## src/design/qml_pkg.sv

```systemverilog
// Shared types and constants of the quantization-matrix state loader
package qml_pkg;

    // Command header encoding that marks a quant_matrix_load_command
    localparam logic [2:0] HDR_CMD_TYPE = 3'h3;
    localparam logic [1:0] HDR_PIPELINE = 2'h2;
    localparam logic [2:0] HDR_OPCODE = 3'h4;
    localparam logic [7:0] HDR_SUB_OPCODE = 8'h01;
    // Largest legal payload dword count (header and flags excluded)
    localparam logic [15:0] HDR_MAX_LEN = 16'h0038;

    // Matrix numbering: 0..5 are 4x4 lists, 6..7 are 8x8 luma lists
    localparam logic [2:0] IDX_4X4_INTER = 3'h3;
    localparam logic [2:0] IDX_8X8_FIRST = 3'h6;
    // Lists that may follow when the large transform is off
    localparam logic [7:0] LIST_4X4_MASK = 8'h3f;
    localparam logic [7:0] LIST_ALL_MASK = 8'hff;
    // Lists whose fallback is the built-in default, not a neighbour
    localparam logic [7:0] FB_ROOT_MASK = 8'hc9;

    // Dwords per matrix, as last dword number within the matrix
    localparam logic [3:0] DW_4X4_LAST = 4'h3;
    localparam logic [3:0] DW_8X8_LAST = 4'hf;
    // Byte storage layout: six 16-byte lists then two 64-byte lists
    localparam int MEM_BYTES = 224;
    localparam logic [7:0] BASE_8X8 = 8'h60;
    localparam int BYTE_LANES = 4;

    // Built-in defaults; both depend only on row plus column,
    // apart from the 8x8 entry at row 1, column 1
    localparam logic [6:0][7:0] DFLT4_INTRA =
        {8'h2a, 8'h25, 8'h20, 8'h1c, 8'h14, 8'h0d, 8'h06};
    localparam logic [6:0][7:0] DFLT4_INTER =
        {8'h22, 8'h1e, 8'h1b, 8'h18, 8'h14, 8'h0e, 8'h0a};
    localparam logic [14:0][7:0] DFLT8_INTRA =
        {8'h2a, 8'h28, 8'h26, 8'h24, 8'h21, 8'h1f, 8'h1d, 8'h1b,
         8'h19, 8'h17, 8'h12, 8'h10, 8'h0d, 8'h0a, 8'h06};
    localparam logic [14:0][7:0] DFLT8_INTER =
        {8'h23, 8'h21, 8'h20, 8'h1e, 8'h1c, 8'h1b, 8'h19, 8'h18,
         8'h16, 8'h15, 8'h13, 8'h11, 8'h0f, 8'h0d, 8'h09};
    localparam logic [7:0] DFLT8_INTRA_D11 = 8'h0b;
    localparam logic [7:0] DFLT8_INTER_D11 = 8'h0d;
    localparam logic [2:0] POS_ONE = 3'h1;

    // Header dword as fields
    typedef struct packed {
        logic [2:0] cmd_type;
        logic [1:0] pipeline;
        logic [2:0] opcode;
        logic [7:0] sub_opcode;
        logic [15:0] dw_len;
    } qml_hdr_t;

    // Flags dword as fields
    typedef struct packed {
        logic [15:0] reserved;
        logic [7:0] use_default;
        logic [7:0] matrix_list_included;
    } qml_flags_t;

    // Where a list's entries come from: default table or stored list
    typedef struct packed {
        logic dflt;
        logic [2:0] idx;
    } qml_src_t;

    localparam qml_src_t SRC_DEFAULT = '{dflt: 1'b1, idx: 3'h0};

    // Parser states
    typedef enum logic [1:0] {
        QML_ST_HEADER,
        QML_ST_FLAGS,
        QML_ST_PAYLOAD,
        QML_ST_COMMIT
    } qml_state_t;

    // Whole state of the loader
    typedef struct packed {
        qml_state_t st;
        logic [15:0] rem;
        logic hdr_ok;
        logic accept;
        logic [2:0] cur;
        logic [3:0] dw_ptr;
        logic [7:0] pres;
        logic [7:0] list;
        logic [7:0] dflt;
        qml_src_t [7:0] src;
        logic busy;
        logic done;
        logic err;
        logic [7:0] rd_entry;
    } qml_st_t;

    localparam qml_st_t QML_RESET = '{st: QML_ST_HEADER,
                                      src: {8{SRC_DEFAULT}},
                                      default: '0};

endpackage : qml_pkg

```

## src/design/qml_loader.sv

```systemverilog
// Quant matrix load command parser with matrix store and read port
`timescale 1ns/1ps
`default_nettype none

module qml_loader (
    input wire logic clk_in,
    input wire logic nrst_in,
    input wire logic cmd_valid_in,
    input wire logic [31:0] cmd_data_in,
    output logic cmd_ready_out,
    input wire logic scaling_lists_enabled_in,
    input wire logic large_transform_allowed_in,
    input wire logic [2:0] rd_index_in,
    input wire logic [5:0] rd_pos_in,
    output logic [7:0] rd_entry_out,
    output logic busy_out,
    output logic done_out,
    output logic cmd_error_out
);

    qml_pkg::qml_st_t s_q; // Registered state
    qml_pkg::qml_st_t s_d; // Next state
    logic [7:0] mem [qml_pkg::MEM_BYTES]; // Stored list bytes

    logic fifo_valid; // Dword waiting at FIFO head
    logic [31:0] fifo_data; // Dword at FIFO head
    logic take; // Parser consumes the head dword this cycle
    qml_pkg::qml_hdr_t hdr; // Head dword viewed as header
    qml_pkg::qml_flags_t flg; // Head dword viewed as flags
    logic wr_en; // Write the head dword's bytes into storage
    logic [7:0] wr_addr; // Storage address of byte lane 0
    logic last_dw; // Head dword completes the current matrix
    logic [7:0] pres_left; // Present lists still awaited
    qml_pkg::qml_src_t rd_src; // Source of the list being read
    logic [7:0] rd_mem; // Stored byte for the read request

    // Command dwords pass a short buffer so the streamer is not
    // stalled by the commit cycle that ends each command
    qml_fifo #(
        .WIDTH(32),
        .DEPTH(4)
    ) u_fifo (
        .clk_in(clk_in),
        .nrst_in(nrst_in),
        .in_valid_in(cmd_valid_in),
        .in_data_in(cmd_data_in),
        .in_ready_out(cmd_ready_out),
        .out_valid_out(fifo_valid),
        .out_data_out(fifo_data),
        .out_ready_in(take)
    );

    // Base byte address of a list in storage
    function automatic logic [7:0] list_base(input logic [2:0] idx);
        logic [7:0] b;
        if (idx >= qml_pkg::IDX_8X8_FIRST) begin
            b = qml_pkg::BASE_8X8
                + {1'b0, idx[0], 6'h00};
        end else begin
            b = {1'b0, idx, 4'h0};
        end
        return b;
    endfunction : list_base

    // Lowest set bit of a mask, ascending index order
    function automatic logic [2:0] first_set(input logic [7:0] m);
        logic [2:0] r;
        r = '0;
        for (int i = 7; i >= 0; i--) begin
            if (m[i]) begin
                r = 3'(i);
            end
        end
        return r;
    endfunction : first_set

    // Built-in default entry at a raster position of a list
    function automatic logic [7:0] dflt_entry(input logic [2:0] idx,
                                              input logic [5:0] pos);
        logic [2:0] r;
        logic [2:0] c;
        logic [3:0] d;
        logic [7:0] v;
        if (idx >= qml_pkg::IDX_8X8_FIRST) begin
            r = pos[5:3];
            c = pos[2:0];
            d = {1'b0, r} + {1'b0, c};
            if (r == qml_pkg::POS_ONE && c == qml_pkg::POS_ONE) begin
                v = idx[0] ? qml_pkg::DFLT8_INTER_D11
                           : qml_pkg::DFLT8_INTRA_D11;
            end else begin
                v = idx[0] ? qml_pkg::DFLT8_INTER[d]
                           : qml_pkg::DFLT8_INTRA[d];
            end
        end else begin
            r = {1'b0, pos[3:2]};
            c = {1'b0, pos[1:0]};
            d = {1'b0, r} + {1'b0, c};
            v = (idx >= qml_pkg::IDX_4X4_INTER)
                ? qml_pkg::DFLT4_INTER[d[2:0]]
                : qml_pkg::DFLT4_INTRA[d[2:0]];
        end
        return v;
    endfunction : dflt_entry

    assign hdr = qml_pkg::qml_hdr_t'(fifo_data);
    assign flg = qml_pkg::qml_flags_t'(fifo_data);

    // Stall only in the commit cycle; the FIFO absorbs the gap
    assign take = fifo_valid && (s_q.st != qml_pkg::QML_ST_COMMIT);

    // Read port lookup: follow the list's source to storage or table
    always_comb begin
        rd_src = s_q.src[rd_index_in];
        rd_mem = mem[list_base(rd_src.idx) + {2'b00, rd_pos_in}];
    end

    // Parser, matrix placement and commit
    always_comb begin
        s_d = s_q;
        s_d.done = 1'b0;
        s_d.err = 1'b0;
        wr_en = 1'b0;
        wr_addr = list_base(s_q.cur) + {2'b00, s_q.dw_ptr, 2'b00};
        last_dw = (s_q.cur >= qml_pkg::IDX_8X8_FIRST)
            ? (s_q.dw_ptr == qml_pkg::DW_8X8_LAST)
            : (s_q.dw_ptr == qml_pkg::DW_4X4_LAST);
        pres_left = s_q.pres;
        pres_left[s_q.cur] = 1'b0;
        // Table reads use the requested list's own kind, which also
        // covers a fallback that ends on a default list
        s_d.rd_entry = rd_src.dflt ? dflt_entry(rd_index_in, rd_pos_in)
                                   : rd_mem;
        case (s_q.st)
            qml_pkg::QML_ST_HEADER: begin
                if (take) begin
                    // Any header is consumed by its own length so the
                    // stream stays aligned even for a stray command
                    s_d.rem = hdr.dw_len;
                    s_d.hdr_ok = hdr.cmd_type == qml_pkg::HDR_CMD_TYPE
                        && hdr.pipeline == qml_pkg::HDR_PIPELINE
                        && hdr.opcode == qml_pkg::HDR_OPCODE
                        && hdr.sub_opcode == qml_pkg::HDR_SUB_OPCODE
                        && hdr.dw_len <= qml_pkg::HDR_MAX_LEN;
                    s_d.err = !s_d.hdr_ok;
                    s_d.busy = 1'b1;
                    s_d.st = qml_pkg::QML_ST_FLAGS;
                end
            end
            qml_pkg::QML_ST_FLAGS: begin
                if (take) begin
                    // Data is dropped when lists are off or header bad
                    s_d.accept = s_q.hdr_ok
                        && scaling_lists_enabled_in;
                    s_d.dflt = flg.use_default;
                    // 8x8 lists count as absent without the large
                    // transform, so they fall back rather than point
                    // at bytes that this command never wrote
                    s_d.list = flg.matrix_list_included
                        & (large_transform_allowed_in
                           ? qml_pkg::LIST_ALL_MASK
                           : qml_pkg::LIST_4X4_MASK);
                    // Only included, non-default lists carry bytes,
                    // and 8x8 lists only with the large transform
                    s_d.pres = flg.matrix_list_included
                        & ~flg.use_default
                        & (large_transform_allowed_in
                           ? qml_pkg::LIST_ALL_MASK
                           : qml_pkg::LIST_4X4_MASK);
                    s_d.cur = first_set(s_d.pres);
                    s_d.dw_ptr = '0;
                    s_d.st = (s_q.rem == '0) ? qml_pkg::QML_ST_COMMIT
                                             : qml_pkg::QML_ST_PAYLOAD;
                end
            end
            qml_pkg::QML_ST_PAYLOAD: begin
                if (take) begin
                    s_d.rem = s_q.rem - 1'b1;
                    // Dwords beyond the last present list are dropped
                    wr_en = s_q.accept && (s_q.pres != '0);
                    if (s_q.pres != '0) begin
                        if (last_dw) begin
                            // Matrix filled: move to next higher list
                            s_d.pres = pres_left;
                            s_d.cur = first_set(pres_left);
                            s_d.dw_ptr = '0;
                        end else begin
                            s_d.dw_ptr = s_q.dw_ptr + 1'b1;
                        end
                    end
                    if (s_q.rem == 16'h0001) begin
                        s_d.st = qml_pkg::QML_ST_COMMIT;
                    end
                end
            end
            qml_pkg::QML_ST_COMMIT: begin
                // Sources change only on an accepted command or a reset, so the
                // previous set survives everything else
                if (s_q.accept) begin
                    for (int i = 0; i < 8; i++) begin
                        if (s_q.list[i]) begin
                            s_d.src[i] = '{dflt: s_q.dflt[i],
                                           idx: 3'(i)};
                        end else if (qml_pkg::FB_ROOT_MASK[i]) begin
                            s_d.src[i] = qml_pkg::SRC_DEFAULT;
                        end else begin
                            s_d.src[i] = s_d.src[i - 1];
                        end
                    end
                end
                s_d.done = 1'b1;
                s_d.busy = 1'b0;
                s_d.st = qml_pkg::QML_ST_HEADER;
            end
            default: begin
                s_d.st = qml_pkg::QML_ST_HEADER;
            end
        endcase
    end

    // State register; reset brings back built-in defaults for all
    always_ff @(posedge clk_in) begin
        if (!nrst_in) begin
            s_q <= qml_pkg::QML_RESET;
        end else begin
            s_q <= s_d;
        end
    end

    // One byte lane per dword byte, lowest byte is earliest entry
    for (genvar b = 0; b < qml_pkg::BYTE_LANES; b++) begin : g_lane
        always_ff @(posedge clk_in) begin
            if (wr_en) begin
                mem[wr_addr + 8'(b)] <= fifo_data[b*8 +: 8];
            end
        end
    end

    assign rd_entry_out = s_q.rd_entry;
    assign busy_out = s_q.busy;
    assign done_out = s_q.done;
    assign cmd_error_out = s_q.err;
endmodule : qml_loader

`default_nettype wire

```

## src/design/qml_fifo.sv

```systemverilog
// Small synchronous FIFO with valid and ready on both sides
`timescale 1ns/1ps
`default_nettype none

module qml_fifo #(
    parameter int WIDTH = 32,
    parameter int DEPTH = 4
) (
    input wire logic clk_in,
    input wire logic nrst_in,
    input wire logic in_valid_in,
    input wire logic [WIDTH-1:0] in_data_in,
    output logic in_ready_out,
    output logic out_valid_out,
    output logic [WIDTH-1:0] out_data_out,
    input wire logic out_ready_in
);
    localparam int AW = $clog2(DEPTH);
    localparam int CW = $clog2(DEPTH + 1);

    // Pointers, fill count and registered ready
    typedef struct packed {
        logic [AW-1:0] wp;
        logic [AW-1:0] rp;
        logic [CW-1:0] cnt;
        logic rdy;
    } fifo_st_t;

    fifo_st_t s_q; // Registered state
    fifo_st_t s_d; // Next state
    logic [WIDTH-1:0] mem [DEPTH]; // Word storage
    logic push; // Word accepted on the filling side
    logic pop; // Word taken on the draining side

    // Ready is registered so the source sees a clean flop output
    always_comb begin
        s_d = s_q;
        push = in_valid_in && s_q.rdy;
        pop = out_valid_out && out_ready_in;
        if (push) begin
            s_d.wp = (s_q.wp == AW'(DEPTH - 1)) ? '0 : s_q.wp + 1'b1;
        end
        if (pop) begin
            s_d.rp = (s_q.rp == AW'(DEPTH - 1)) ? '0 : s_q.rp + 1'b1;
        end
        if (push && !pop) begin
            s_d.cnt = s_q.cnt + 1'b1;
        end else if (pop && !push) begin
            s_d.cnt = s_q.cnt - 1'b1;
        end
        s_d.rdy = (s_d.cnt != CW'(DEPTH));
    end

    // State register; empty and ready after reset
    always_ff @(posedge clk_in) begin
        if (!nrst_in) begin
            s_q <= '{rdy: 1'b1, default: '0};
        end else begin
            s_q <= s_d;
        end
    end

    // Storage write; no reset needed, count guards every read
    always_ff @(posedge clk_in) begin
        if (push) begin
            mem[s_q.wp] <= in_data_in;
        end
    end

    assign in_ready_out = s_q.rdy;
    assign out_valid_out = (s_q.cnt != '0);
    assign out_data_out = mem[s_q.rp];

endmodule : qml_fifo

`default_nettype wire

```

## config.mk

```make
export PLATFORM = sky130hd
export DESIGN_NAME = qml_loader
export DESIGN_NICKNAME = d
export VERILOG_FILES = /design/src/design/qml_pkg.sv /design/src/design/qml_loader.sv /design/src/design/qml_fifo.sv
export SDC_FILE = /design/constraint.sdc
export NUM_CORES = 2
export LEC_CHECK = 0
export BUFFER_PORTS_ARGS = -buffer_cell sky130_fd_sc_hd__buf_4
export CAP_MARGIN = 20
export CORE_MARGIN = 5
export CORE_UTILIZATION = 35
export CTS_BUF_LIST = sky130_fd_sc_hd__clkbuf_8 sky130_fd_sc_hd__clkbuf_16
export DETAILED_ROUTE_END_ITERATION = 12
export PLACE_DENSITY_LB_ADDON = 0.25
export SYNTH_ARGS = -nofsm -noshare
export SYNTH_HDL_FRONTEND = slang
export SYNTH_SLANG_ARGS = --single-unit
```

## constraint.sdc

```tcl
create_clock -name clk_in -period 3.6 [get_ports clk_in]
set_input_delay 0.36 -clock clk_in [delete_from_list [all_inputs] [get_ports clk_in]]
set_output_delay 0.36 -clock clk_in [all_outputs]
set_load 0.01 [all_outputs]
```

==> flow_summary.json <==
{
  "outcome": "complete, but fails checks",
  "violations": "setup timing",
  "synth_flop_cell": "edfxtp_1",
  "synth_most_common_cell": "edfxtp_1",
  "die-area_sq_um": 235000,
  "synth_area_sq_um": 79000,
  "core_sq_um": 225000,
  "synth-xor-area-share_pct": 0.220,
  "grtUsageTotal_pct": 17.9,
  "synth_top_family_by_area": "multiplexers",
  "fmax_mhz": 276,
  "comb_power_share_pct": 18.9,
  "startpoint_type": "register",
  "synth_top_area_share_pct": 73.0,
  "p_int_mw": 43.2,
  "clk_pin_slew_ps": 60,
  "cts_max_level": 4,
  "switchingPower_mw": 18.1,
  "start_util_pct": 35.1,
  "swShare_pct": 29.5,
  "dp_hpwl_mm": 131,
  "clockBufferDepth": 3,
  "synth_edf_count": 1920,
  "cts_root_buffer": "clkbuf_16",
  "setup_ws_ps": -20.4,
  "yosysTopAreaCell": "edfxtp_1",
  "postSynthCellCount": 3836,
  "portBuffers": 57,
  "fin_skew_ps": 41.1,
  "cap_violations": 0,
  "critPathMaxStageDelay_ps": 780,
  "max_slew_margin_pct": 27.3,
  "ys_seq_elements": 2011,
  "overflow": 0,
  "cp_slowest_cell": "fa_2",
  "tightest_slew_ps": 1090,
  "drtPass1Iterations": 5,
  "drtIter0Drc": 4174,
  "setup_viol": 2,
  "powerDensity_nw_per_um2": 658,
  "cp.required_ps": 4310,
  "critPathArrivalTime_ps": 4330,
  "antenna_found_initial": 18,
  "ir_drop_uv": 543,
  "path_max_fanout": 5,
  "grt_pass1_vias": 41200,
  "total_leakage_power_nw": 29.6,
  "hold_class": "input pin to register",
  "synth_compound_area_share_pct": 3.75,
  "drive_gt1_share_pct": 29.5,
  "die_x_microns": 485,
  "clk-insertion-delay-late_ps": 830,
  "routed-via-count": 40700,
  "grt_pass1_wl_mm": 307,
  "ys_seq_area_share_pct": 75.3,
  "drc": 0,
  "clockPowerShare_pct": 32.4,
  "endpoint_kind": "register",
  "hold_ws_ps": 275,
  "synth.area.mux_share_pct": 15.5,
  "post_cts.repair.setup_buffers": 0,
  "ff2ff_setup_slack_ps": -20,
  "syn_nets": 3924,
  "synthArstFlopShare_pct": 0,
  "viasPerCell": 5.46,
  "cts_tree": "yes",
  "hold_viol_final": 0,
  "finalCritPeriodShare_pct": 101,
  "ys_top_cells_by_area": "edfxtp_1 (73%), mux4_2 (14%), dfxtp_1 (2.3%)",
  "cts_sinks": 2011,
  "finalCriticalPeriod_ps": 3620,
  "die_h_microns": 485,
  "fin_nets": 4368,
  "area_growth_pct": 17.9,
  "ys_top_cells_by_count": "edfxtp_1 (1920), mux4_2 (502), nand2_1 (172)",
  "fin_util_pct": 41.4,
  "wl_mm": 214,
  "critical_path_buf_inv_count": 2,
  "crit_family": "adder cells",
  "grt_max_degree": 70,
  "synth_cell_types": 85,
  "crit_path_cell_trace": "mux2_4, a221o_1, and3_4, ha_4, fa_2, clkinv_4, buf_12, mux4_2, a211oi_2, a41oi_2, o211ai_1, nand3_2, o2111a_1",
  "rsz0062_at_grt": "true",
  "synth_warnings": 0,
  "postSynthAreaPerCell_sq_um": 20.6,
  "num_rows": 174,
  "pin_count": 58,
  "synthSimpleGateAreaFrac_pct": 2.79,
  "synth_fa_ha_area_share_pct": 0.716,
  "maxSlewViolCount": 0,
  "drtAntennaViolNets": 0,
  "cts_buffers": 202,
  "routedWlPerCell_microns": 28.7,
  "place_congestion": 0.832,
  "criticalPathCategory": "register to register",
  "p_seq_share_pct": 48.7
}
[power by group through the flow]
stage | clock [mW] | sequential, mW | combinational, mW
finish | 19.9 | 29.8 | 11.6
global route | 21.3 | 29.9 | 12.2
CTS | 20.3 | 29.8 | 11.7
detailed placement | 0 | 30.3 | 11.7
global placement | 0 | 30.3 | 11.6
floorplan | 0 | 30.2 | 4.98
[cell families after synthesis]
family,Yosys count
AOI/OAI and AO/OA,435
buffers and inverters,251
xor gates and xnor gates,19
DFF,2011
muxes,591
and+or+nand+nor,486
adders and majority gates,43
[metal layers]
metal / global-route usage [%] / wire length, microns
met1: 25.3 / 91600
met2: 29.2 / 103000
met3: 3.10 / 14600
met4: 3.97 / 4570
met5: 0 / 0
[final cells by class]
class                   instances  area [sq um]
clock buffers                 208          5160
multi-input cells            1574         18700
inverters                      35           136
diodes                         10          25.0
repair buffers                456          4850
fillers                     19700        132000
well taps                    2992          3740
flip-flops and latches       2011         59500
clock inverters               161          1060
[cell usage in the layout, fill, tap and decap left out, types with 87 or more instances in the layout]
master | Yosys | layout
a22oi_1 | 88 | 87
buf_4 | 29 | 311
clkbuf_16 | 0 | 205
a21oi_1 | 101 | 99
mux4_2 | 502 | 488
edfxtp_1 | 1920 | 1920
nand2_1 | 172 | 171
buf_12 | 1 | 104
inv_1 | 33 | 88
dfxtp_1 | 91 | 89
[through the flow]
step	instances	TNS [ps]	setup slack, ps	power (mW)	instance area [sq um]
after CTS	7436	0	12.5	61.9	93000
after floorplan	3836	-94180	-76.0	35.2	79000
after global placement	7031	-875	-244	41.9	86400
after detailed placement	7031	-963	-253	42.0	86400
after global routing	7442	-319	-134	63.4	93100
final	7447	-37.6	-20.4	61.3	93100
[worst paths after layout]
path / start / cells after the start / end
setup / recovery: s_q[28] / 13 / rd_entry_out[5]
hold / removal: cmd_data_in[8] / 2 / u_fifo.mem[3][8]
setup reg to reg: s_q[28] / 13 / rd_entry_out[5]
hold reg to reg: s_q[51] / 2 / s_q[51]
[registers in the layout, summed over array words and instances (netlist names), named ones only]
register and flops:
busy_out 1, cmd_error_out 1, done_out 1, mem 1792, rd_entry_out 8, s_q 70, u_fifo.in_ready_out 1, u_fifo.mem 128
u_fifo.s_q 7
[timing repair]
item	in CTS	in global routing
hold buffers	36	0
cloned	0	1
endpoints found under the hold margin	136	0
resized for setup	6	24
pin swaps	4	13
setup endpoints to repair	2	6
(Power assumes the default switching activity.)
